<file path="src/lpi_pkg.sv">
package lpi_pkg;

    // ------------------------------------------------------------
    // Control line codes
    // ------------------------------------------------------------
    localparam logic [1:0] LPI_CTL_IDLE    = 2'h0;
    localparam logic [1:0] LPI_CTL_STATUS  = 2'h1;
    localparam logic [1:0] LPI_CTL_RECEIVE = 2'h2;
    localparam logic [1:0] LPI_CTL_GRANT   = 2'h3;
    localparam logic [1:0] LPI_CTL_HOLD    = 2'h1;
    localparam logic [1:0] LPI_CTL_TX      = 2'h2;

    // ------------------------------------------------------------
    // Request types and lengths
    // ------------------------------------------------------------
    localparam logic [2:0] LPI_REQ_IMM   = 3'h0;
    localparam logic [2:0] LPI_REQ_FAIR  = 3'h3;
    localparam logic [2:0] LPI_REQ_READ  = 3'h4;
    localparam logic [2:0] LPI_REQ_WRITE = 3'h5;
    localparam logic [4:0] LPI_LEN_ARB   = 5'h0B;
    localparam logic [4:0] LPI_LEN_READ  = 5'h09;
    localparam logic [4:0] LPI_LEN_WRITE = 5'h11;
    localparam logic [4:0] LPI_LEN_TYPE  = 5'h04;

    // ------------------------------------------------------------
    // Status word layout
    // ------------------------------------------------------------
    localparam int LPI_ST_ARB_GAP  = 0;
    localparam int LPI_ST_SUB_GAP  = 1;
    localparam int LPI_ST_BUS_RST  = 2;
    localparam int LPI_ST_ADDR_LSB = 4;
    localparam int LPI_ST_DATA_LSB = 8;
    localparam logic [2:0] LPI_ST_LAST_SHORT = 3'h1;
    localparam logic [2:0] LPI_ST_LAST_FULL  = 3'h7;

    // ------------------------------------------------------------
    // Register file
    // ------------------------------------------------------------
    localparam int         LPI_NREGS    = 16;
    localparam logic [3:0] LPI_REG_GAP  = 4'h0;
    localparam logic [3:0] LPI_REG_STAT = 4'h1;
    localparam logic [7:0] LPI_GAP_RST  = 8'h04;
    localparam logic [7:0] LPI_REG_RST  = 8'h00;

    // ------------------------------------------------------------
    // Types
    // ------------------------------------------------------------
    typedef struct packed {
        logic [2:0] rtype;
        logic [1:0] speed;
        logic [3:0] prio;
        logic [3:0] addr;
        logic [7:0] data;
    } lpi_req_t;

    typedef struct packed {
        logic [1:0] speed;
        logic [3:0] prio;
    } lpi_arb_t;

    typedef enum logic [6:0] {
        LPI_S_IDLE    = 7'h01,
        LPI_S_RECEIVE = 7'h02,
        LPI_S_STATUS  = 7'h04,
        LPI_S_GRANT   = 7'h08,
        LPI_S_GR_IDLE = 7'h10,
        LPI_S_LINK    = 7'h20,
        LPI_S_TURN    = 7'h40
    } lpi_state_t;

endpackage : lpi_pkg

</file>
<file path="src/lpi_req_rx.sv">
`timescale 1ns/100ps
`default_nettype none
module lpi_req_rx
    import lpi_pkg::*;
(
    input  wire logic     ref_clk,
    input  wire logic     resetn,
    input  wire logic     link_request_line,
    output var  logic     req_valid,
    output var  lpi_req_t req
);

    logic        busy_r;
    logic [4:0]  cnt_r;
    logic [15:0] sh_r;
    logic [2:0]  type_r;
    logic [4:0]  len;
    logic [15:0] sh_nxt;

    // ------------------------------------------------------------
    // Length from request type
    // ------------------------------------------------------------
    always_comb begin
        sh_nxt = {sh_r[14:0], link_request_line};
        case (type_r)
            LPI_REQ_READ:  len = LPI_LEN_READ;
            LPI_REQ_WRITE: len = LPI_LEN_WRITE;
            default:       len = LPI_LEN_ARB;
        endcase
    end

    // ------------------------------------------------------------
    // Serial capture
    // ------------------------------------------------------------
    always_ff @(posedge ref_clk or negedge resetn) begin
        if (!resetn) begin
            busy_r    <= 1'b0;
            cnt_r     <= 5'h00;
            sh_r      <= 16'h0000;
            type_r    <= 3'h0;
            req_valid <= 1'b0;
            req       <= '0;
        end else begin
            req_valid <= 1'b0;
            if (!busy_r) begin
                if (link_request_line) begin
                    busy_r <= 1'b1;
                    cnt_r  <= 5'h01;
                    sh_r   <= 16'h0000;
                end
            end else begin
                sh_r  <= sh_nxt;
                cnt_r <= cnt_r + 5'h01;
                if (cnt_r == LPI_LEN_TYPE - 5'h01) begin
                    type_r <= sh_nxt[2:0];
                end
                if (cnt_r >= LPI_LEN_TYPE && cnt_r == len - 5'h01) begin
                    busy_r    <= 1'b0;
                    req_valid <= 1'b1;
                    req.rtype <= type_r;
                    req.speed <= '0;
                    req.prio  <= '0;
                    req.addr  <= '0;
                    req.data  <= '0;
                    case (type_r)
                        LPI_REQ_WRITE: begin
                            req.addr <= sh_nxt[12:9];
                            req.data <= sh_nxt[8:1];
                        end
                        LPI_REQ_READ: begin
                            req.addr <= sh_nxt[4:1];
                        end
                        default: begin
                            req.speed <= sh_nxt[6:5];
                            req.prio  <= sh_nxt[4:1];
                        end
                    endcase
                end
            end
        end
    end

endmodule : lpi_req_rx
`default_nettype wire

</file>
<file path="src/lpi_phy_link.sv">
// Functional notes
// - Drop fair request while driving receive
// - Pending immediate request granted at packet end
// - One arbitration request pending; extras ignored
// - Read request answered by retried full status
// - Write loads register when request completes
// - Status starts from idle, holds code 01
// - Arriving packet suspends status transfer
// - One idle cycle between status transfers; this design idles two cycles
// - Short status normally; full only for reads
// - Status bits: gaps, bus reset, reserved
// - Full status carries address and data
// - Grant: transmit one cycle, then idle
// - Link hold keeps serial bus data-on
// - Hold after packet: gap, regrant, same speed
// - Idle resumes one clock after second idle
// - Request type encodings
// - Arbitration request eleven bits with priority
// - Write seventeen bits, read nine bits
//
// The plain strobed port and the register offsets are this design's own decisions.
`timescale 1ns/100ps
`default_nettype none
module lpi_phy_link
    import lpi_pkg::*;
(
    input  wire logic       ref_clk,
    input  wire logic       resetn,
    input  wire logic       link_request_line,
    input  wire logic [1:0] ctl_in,
    output var  logic [1:0] interface_control_lines,
    output var  logic       ctl_oe,
    input  wire logic [1:0] d_in,
    output var  logic [1:0] d_out,
    output var  logic       d_oe,
    input  wire logic       rx_pkt_active,
    input  wire logic [1:0] rx_pkt_data,
    input  wire logic       arb_won,
    output var  logic       arb_req,
    output var  lpi_arb_t   arb_info,
    output var  logic       bus_data_on,
    output var  logic       tx_valid,
    output var  logic [1:0] tx_data,
    input  wire logic       ev_arb_reset_gap,
    input  wire logic       ev_subaction_gap,
    input  wire logic       ev_bus_reset,
    input  wire logic [3:0] sw_addr,
    input  wire logic [7:0] sw_wdata,
    input  wire logic       sw_wr,
    input  wire logic       sw_rd,
    output var  logic [7:0] sw_rdata
);

    lpi_state_t  state_r;
    lpi_state_t  state_nxt;
    logic        req_valid;
    lpi_req_t    req;
    logic        imm_pend_r;
    logic        rd_pend_r;
    logic [3:0]  rd_addr_r;
    logic [2:0]  flags_r;
    logic        idle_prev_r;
    logic [15:0] stat_word_r;
    logic [2:0]  stat_idx_r;
    logic [2:0]  stat_last_r;
    logic [15:0] new_word;
    logic [2:0]  new_last;
    logic        idle_cnt_r;
    logic        saw_tx_r;
    logic [7:0]  hold_cnt_r;
    logic [7:0]  regs_r [LPI_NREGS];
    logic [7:0]  stat_live;
    logic        grant_go;
    logic        stat_go;
    logic        stat_done;
    logic        regrant;
    logic        lk_wr;
    logic        is_arb_req;

    // ------------------------------------------------------------
    // Request deserializer
    // ------------------------------------------------------------
    lpi_req_rx u_req_rx (
        .ref_clk           (ref_clk),
        .resetn            (resetn),
        .link_request_line (link_request_line),
        .req_valid         (req_valid),
        .req               (req)
    );

    // ------------------------------------------------------------
    // Decisions
    // ------------------------------------------------------------
    always_comb begin
        is_arb_req = req_valid && (req.rtype == LPI_REQ_IMM || req.rtype == LPI_REQ_FAIR);
        lk_wr      = req_valid && req.rtype == LPI_REQ_WRITE;
        grant_go   = imm_pend_r || (arb_req && arb_won);
        stat_go    = idle_prev_r && (flags_r != 3'h0 || rd_pend_r);
        stat_done  = state_r == LPI_S_STATUS && !rx_pkt_active && stat_idx_r == stat_last_r;
        regrant    = saw_tx_r && ctl_in == LPI_CTL_HOLD && hold_cnt_r >= regs_r[LPI_REG_GAP];
        stat_live  = {4'h0, saw_tx_r, rd_pend_r, imm_pend_r, arb_req};
        new_word   = 16'h0000;
        new_word[LPI_ST_ARB_GAP] = flags_r[0];
        new_word[LPI_ST_SUB_GAP] = flags_r[1];
        new_word[LPI_ST_BUS_RST] = flags_r[2];
        new_last   = LPI_ST_LAST_SHORT;
        if (rd_pend_r) begin
            new_word[LPI_ST_ADDR_LSB +: 4] = rd_addr_r;
            new_word[LPI_ST_DATA_LSB +: 8] = (rd_addr_r == LPI_REG_STAT) ? stat_live
                                                                          : regs_r[rd_addr_r];
            new_last = LPI_ST_LAST_FULL;
        end
    end

    // ------------------------------------------------------------
    // Interface state machine
    // ------------------------------------------------------------
    always_comb begin
        state_nxt = state_r;
        case (state_r)
            LPI_S_IDLE: begin
                if (rx_pkt_active) begin
                    state_nxt = LPI_S_RECEIVE;
                end else if (grant_go) begin
                    state_nxt = LPI_S_GRANT;
                end else if (stat_go) begin
                    state_nxt = LPI_S_STATUS;
                end
            end
            LPI_S_RECEIVE: begin
                if (!rx_pkt_active) begin
                    state_nxt = imm_pend_r ? LPI_S_GRANT : LPI_S_IDLE;
                end
            end
            LPI_S_STATUS: begin
                if (rx_pkt_active) begin
                    state_nxt = LPI_S_RECEIVE;
                end else if (stat_done) begin
                    state_nxt = LPI_S_IDLE;
                end
            end
            LPI_S_GRANT:   state_nxt = LPI_S_GR_IDLE;
            LPI_S_GR_IDLE: state_nxt = LPI_S_LINK;
            LPI_S_LINK: begin
                if (idle_cnt_r && ctl_in == LPI_CTL_IDLE) begin
                    state_nxt = LPI_S_TURN;
                end else if (regrant) begin
                    state_nxt = LPI_S_GRANT;
                end
            end
            LPI_S_TURN:    state_nxt = LPI_S_IDLE;
            default:       state_nxt = LPI_S_IDLE;
        endcase
    end

    always_ff @(posedge ref_clk or negedge resetn) begin
        if (!resetn) begin
            state_r     <= LPI_S_IDLE;
            idle_prev_r <= 1'b0;
        end else begin
            state_r     <= state_nxt;
            idle_prev_r <= state_r == LPI_S_IDLE;
        end
    end

    // ------------------------------------------------------------
    // Control and data line drivers
    // ------------------------------------------------------------
    always_ff @(posedge ref_clk or negedge resetn) begin
        if (!resetn) begin
            interface_control_lines <= LPI_CTL_IDLE;
            ctl_oe                  <= 1'b1;
            d_out                   <= 2'h0;
            d_oe                    <= 1'b1;
        end else begin
            ctl_oe <= !(state_nxt == LPI_S_LINK || state_nxt == LPI_S_TURN);
            d_oe   <= !(state_nxt == LPI_S_LINK || state_nxt == LPI_S_TURN);
            d_out  <= 2'h0;
            case (state_nxt)
                LPI_S_RECEIVE: begin
                    interface_control_lines <= LPI_CTL_RECEIVE;
                    d_out                   <= rx_pkt_data;
                end
                LPI_S_STATUS: begin
                    interface_control_lines <= LPI_CTL_STATUS;
                    d_out <= (state_r == LPI_S_STATUS) ? stat_word_r[3:2] : new_word[1:0];
                end
                LPI_S_GRANT:   interface_control_lines <= LPI_CTL_GRANT;
                default:       interface_control_lines <= LPI_CTL_IDLE;
            endcase
        end
    end

    // ------------------------------------------------------------
    // Status transfer
    // ------------------------------------------------------------
    always_ff @(posedge ref_clk or negedge resetn) begin
        if (!resetn) begin
            stat_word_r <= 16'h0000;
            stat_idx_r  <= 3'h0;
            stat_last_r <= 3'h0;
        end else if (state_nxt == LPI_S_STATUS && state_r != LPI_S_STATUS) begin
            stat_word_r <= new_word;
            stat_idx_r  <= 3'h0;
            stat_last_r <= new_last;
        end else if (state_r == LPI_S_STATUS) begin
            stat_word_r <= {2'h0, stat_word_r[15:2]};
            stat_idx_r  <= stat_idx_r + 3'h1;
        end
    end

    always_ff @(posedge ref_clk or negedge resetn) begin
        if (!resetn) begin
            flags_r <= 3'h0;
        end else begin
            // New events win over the clear of a completed transfer
            flags_r <= (stat_done ? 3'h0 : flags_r)
                       | {ev_bus_reset, ev_subaction_gap, ev_arb_reset_gap};
        end
    end

    always_ff @(posedge ref_clk or negedge resetn) begin
        if (!resetn) begin
            rd_pend_r <= 1'b0;
            rd_addr_r <= 4'h0;
        end else if (req_valid && req.rtype == LPI_REQ_READ) begin
            rd_pend_r <= 1'b1;
            rd_addr_r <= req.addr;
        end else if (stat_done && stat_last_r == LPI_ST_LAST_FULL) begin
            rd_pend_r <= 1'b0;
        end
    end

    // ------------------------------------------------------------
    // Arbitration requests
    // ------------------------------------------------------------
    always_ff @(posedge ref_clk or negedge resetn) begin
        if (!resetn) begin
            arb_req    <= 1'b0;
            imm_pend_r <= 1'b0;
            arb_info   <= '0;
        end else if (is_arb_req && !arb_req && !imm_pend_r) begin
            if (req.rtype == LPI_REQ_IMM) begin
                imm_pend_r <= 1'b1;
                arb_info   <= {req.speed, req.prio};
            end else if (state_r != LPI_S_RECEIVE && state_nxt != LPI_S_RECEIVE) begin
                arb_req  <= 1'b1;
                arb_info <= {req.speed, req.prio};
            end
        end else if (state_nxt == LPI_S_GRANT && state_r != LPI_S_LINK) begin
            arb_req    <= 1'b0;
            imm_pend_r <= 1'b0;
        end else if (state_nxt == LPI_S_RECEIVE && state_r != LPI_S_RECEIVE) begin
            arb_req <= 1'b0;
        end
    end

    // ------------------------------------------------------------
    // Link ownership
    // ------------------------------------------------------------
    always_ff @(posedge ref_clk or negedge resetn) begin
        if (!resetn) begin
            idle_cnt_r  <= 1'b0;
            saw_tx_r    <= 1'b0;
            hold_cnt_r  <= 8'h00;
            bus_data_on <= 1'b0;
            tx_valid    <= 1'b0;
            tx_data     <= 2'h0;
        end else begin
            bus_data_on <= state_r == LPI_S_LINK && ctl_in == LPI_CTL_HOLD;
            tx_valid    <= state_r == LPI_S_LINK && ctl_in == LPI_CTL_TX;
            tx_data     <= (state_r == LPI_S_LINK && ctl_in == LPI_CTL_TX) ? d_in : 2'h0;
            idle_cnt_r  <= state_r == LPI_S_LINK && ctl_in == LPI_CTL_IDLE;
            if (state_r != LPI_S_LINK || regrant) begin
                saw_tx_r   <= 1'b0;
                hold_cnt_r <= 8'h00;
            end else if (ctl_in == LPI_CTL_TX) begin
                saw_tx_r   <= 1'b1;
                hold_cnt_r <= 8'h00;
            end else if (saw_tx_r && ctl_in == LPI_CTL_HOLD && hold_cnt_r != 8'hFF) begin
                hold_cnt_r <= hold_cnt_r + 8'h01;
            end
        end
    end

    // ------------------------------------------------------------
    // Register file
    // ------------------------------------------------------------
    generate
        for (genvar g = 0; g < LPI_NREGS; g++) begin : g_reg
            always_ff @(posedge ref_clk or negedge resetn) begin
                if (!resetn) begin
                    regs_r[g] <= (4'(g) == LPI_REG_GAP) ? LPI_GAP_RST : LPI_REG_RST;
                end else if (4'(g) == LPI_REG_STAT) begin
                    regs_r[g] <= LPI_REG_RST;
                end else if (lk_wr && req.addr == 4'(g)) begin
                    regs_r[g] <= req.data;
                end else if (sw_wr && sw_addr == 4'(g)) begin
                    regs_r[g] <= sw_wdata;
                end
            end
        end
    endgenerate

    always_ff @(posedge ref_clk or negedge resetn) begin
        if (!resetn) begin
            sw_rdata <= 8'h00;
        end else if (sw_rd) begin
            sw_rdata <= (sw_addr == LPI_REG_STAT) ? stat_live : regs_r[sw_addr];
        end else begin
            sw_rdata <= 8'h00;
        end
    end

endmodule : lpi_phy_link
`default_nettype wire

</file>
<file path="config.mk">
export PLATFORM = sky130hd
export DESIGN_NAME = lpi_phy_link
export DESIGN_NICKNAME = d
export VERILOG_FILES = /design/src/lpi_pkg.sv /design/src/lpi_req_rx.sv /design/src/lpi_phy_link.sv
export SDC_FILE = /design/constraint.sdc
export NUM_CORES = 1
export LEC_CHECK = 0
export BUFFER_PORTS_ARGS = -buffer_cell sky130_fd_sc_hd__buf_4
export CORE_ASPECT_RATIO = 1.25
export CORE_MARGIN = 1.5
export CORE_UTILIZATION = 30
export CTS_BUF_LIST = sky130_fd_sc_hd__clkbuf_8 sky130_fd_sc_hd__clkbuf_16
export CTS_CLUSTER_SIZE = 25
export DETAILED_ROUTE_END_ITERATION = 6
export PLACE_DENSITY = 0.49
export SYNTH_ARGS = -nofsm -noshare
export SYNTH_HDL_FRONTEND = slang
export SYNTH_SLANG_ARGS = --single-unit
</file>
<file path="constraint.sdc">
create_clock -name ref_clk -period 2.75 [get_ports ref_clk]
set_clock_uncertainty 0.05 [all_clocks]
set_input_delay 0.1375 -clock ref_clk [delete_from_list [all_inputs] [get_ports ref_clk]]
set_output_delay 0.1375 -clock ref_clk [all_outputs]
set_load 0.1 [all_outputs]
</file>
==> reports/summary.txt <==
startpoint types - flip-flop
Slew Limit Fails - 0
Mapped Area - 0.01273 mm2
VDD IR-drop max - 408.0 uV
GPL Wtd Cong - 0.8102
Syn Inst Count - 1202
WS Path Type - reg2reg
CTS buffer count - 26
cell taking the most area after synthesis - dfrtp_1
Nets - 1305
Skew-Pair Late Insertion Delay - 0.56 ns
syn nets - 1242
max_slew headroom - 39.39%
number of flops mapped to enable cells by yosys - 0
Die Wd - 187.3 um
vias in the first global route - 9497
CP max FO - 4
diode count - 0
largest net degree at the start of global routing - 74
status - finished, final reports clean
fill count - 4159
ys flop type - dfrtp_1
H-Tree Depth - 1
final cycle utilization of the critical path - 87.55%
Die Height - 233.3 um
leakage - 6.291 nW
fraction of layout cells with a size suffix above 1 - 19.38%
DR iter-0 viols - 580
area of the multi-input gates - 0.006471 mm2
Setup crit end kind - flip-flop
TNS Setup - 0 ns
Max clock buf depth - 3
Register Area - 0.005836 mm2
via/cell ratio - 5.065
Yosys reg bits - 233
Synth top area share - 45.20%
hpwl dp - 25.41 mm
Final Cell Area - 0.01500 mm2
MaxCap Viol Count - 0
num ports - 53
drt wl/cell - 19.41 um
Final Hold Fails - 0
worst-margin pin slew - 0.9092 ns
via count - 9340
most common cell after layout, fill and taps aside - dfrtp_1
drt total wl - 35.79 mm
Max Freq - 0.4153 GHz
overflow left after global routing - 0
Initial DRT Pass Iterations - 6
final worst path period need - 2.408 ns
post-cts resize count - 0
CTS clk-pin slew, worst paths - 0.06 ns
synth top area cells - dfrtp_1, mux2i_1, mux4_2
GRT Total Usage - 16.65%
hold_buf cts - 23
register area share after synthesis - 45.82%
Pwr per Cell Area - 864.0 mW/mm2
final setup fails - 0
DIE AREA - 0.04369 mm2
initial antenna violation count - 1
port buffer count - 52
commonest cells after routing, fill and taps aside - dfrtp_1, nand2_1, mux2i_1
YS warnings - 0
CTS sink count - 233
CTS tree - built
Post-Syn Area per Cell - 10.59 um2
worst min path class - in2async
Layout area overhead - 17.85%
Req. time, crit path - 3.19 ns
root buffer cell - clkbuf_16
post-route ant nets - 0
R2R depth - 9
Worst EP arrival - 2.85 ns
DRC violations left - 0
RSZ-0062 raised after global routing - no
asr flop ratio synth - 100.0%
Placement Cell Area - 0.01385 mm2
Core Area - 0.04194 mm2
Starting Density - 30.36%
global-route wire length before repair - 56.77 mm
number of cell rows - 84
Synth cell types - 68
Post-CTS Setup Bufs - 0
==> cell families after synthesis <==
group / synth area share (%)
adder cells (fa/ha/maj): 1.179
flip-flops: 45.82
buffers and inverters: 3.351
multiplexers: 23.67
AO/OA/AOI/OAI: 11.75
AND/OR/NAND/NOR: 13.33
XOR/XNOR: 0.8943
==> cell usage after synthesis, drive strengths merged, types with 14 or more instances <==
cell type  instances
dfrtp            230
nor2              91
a21oi             49
clkbuf            58
inv               21
buf               23
and3              14
nand3             18
nor3              15
mux2i            147
nand2b            24
nand2            147
o21ai            128
mux4              49
mux2              39
==> sequential cells by signal, summed over array words and instances, names as in the netlist, 2 cells and up <==
| signal | cells |
|---|---|
| u_req_rx.type_r | 3 |
| state_r | 7 |
| tx_data | 2 |
| stat_word_r | 14 |
| hold_cnt_r | 8 |
| interface_control_lines | 2 |
| stat_idx_r | 3 |
| regs_r | 120 |
| d_out | 2 |
| rd_addr_r | 4 |
| sw_rdata | 8 |
| u_req_rx.cnt_r | 5 |
| arb_info | 6 |
| u_req_rx.req | 21 |
| flags_r | 3 |
| u_req_rx.sh_r | 12 |
| stat_last_r | 2 |
==> critical path, stage by stage (launching register included) <==
cell and delay, ns:
dfrtp_1 0.40, inv_1 0.06, ha_1 0.27, nand2b_1 0.14
a2111oi_0 0.42, o31ai_1 0.14, buf_4 0.16, a21oi_1 0.33
o31ai_1 0.20, o21ai_1 0.16
==> routing by layer <==
layer	part of all wire, %	GRT usage (%)	vias up
met5	0	0	-
met4	2.3	5.192	0
met3	3.1	1.938	50
met2	52	30.29	162
met1	42	20.55	4654
li1	-	-	4474
==> layout make-up <==
type	instances	area share (%)
Tap cell	559	4.661
Sequential cell	233	38.89
Clock buffer	28	4.520
Clock inverter	20	1.618
Timing Repair Buffer	116	6.654
Inverter	21	0.5253
Multi-Input combinational cell	867	43.13
==> per-stage QoR <==
step | hold slack (ns) | std cells | worst slack, ns | total power (W) | util, %
2_1_floorplan | -0.2081 | 1202 | 0.3828 | 0.007972 | -
3_3_place_gp | 0.06959 | 1773 | 0.3102 | 0.009163 | 33.04
3_5_place_dp | 0.06319 | 1773 | 0.3027 | 0.009235 | 33.04
4_1_cts | 0.04895 | 1844 | 0.2845 | 0.01310 | 35.78
5_1_grt | 0.09696 | 1844 | 0.1889 | 0.01373 | 35.78
6_report | 0.06461 | 1844 | 0.3424 | 0.01296 | 35.78
==> power by group <==
group          internal (W)  switching [W]  total (W)  leakage, nW
Clock               0.00226        0.00153    0.00378        0.463
Combinational       0.00165        0.00200    0.00365         3.05
Sequential          0.00438        0.00115    0.00553         2.78
Total               0.00829        0.00468     0.0130         6.29
==> worst paths after layout <==
path,start,endpoint,slack [ns]
min,resetn,regs_r[47],0.06
min in group ref_clk,sw_addr[3],sw_rdata[0],0.07
max reg2reg,hold_cnt_r[0],d_out[0],0.34
max in group asynchronous,resetn,d_oe,1.78
min reg2reg,arb_info[1],arb_info[1],0.44
max,hold_cnt_r[0],d_out[0],0.34
Note: power is estimated with default switching activity, not from simulation.
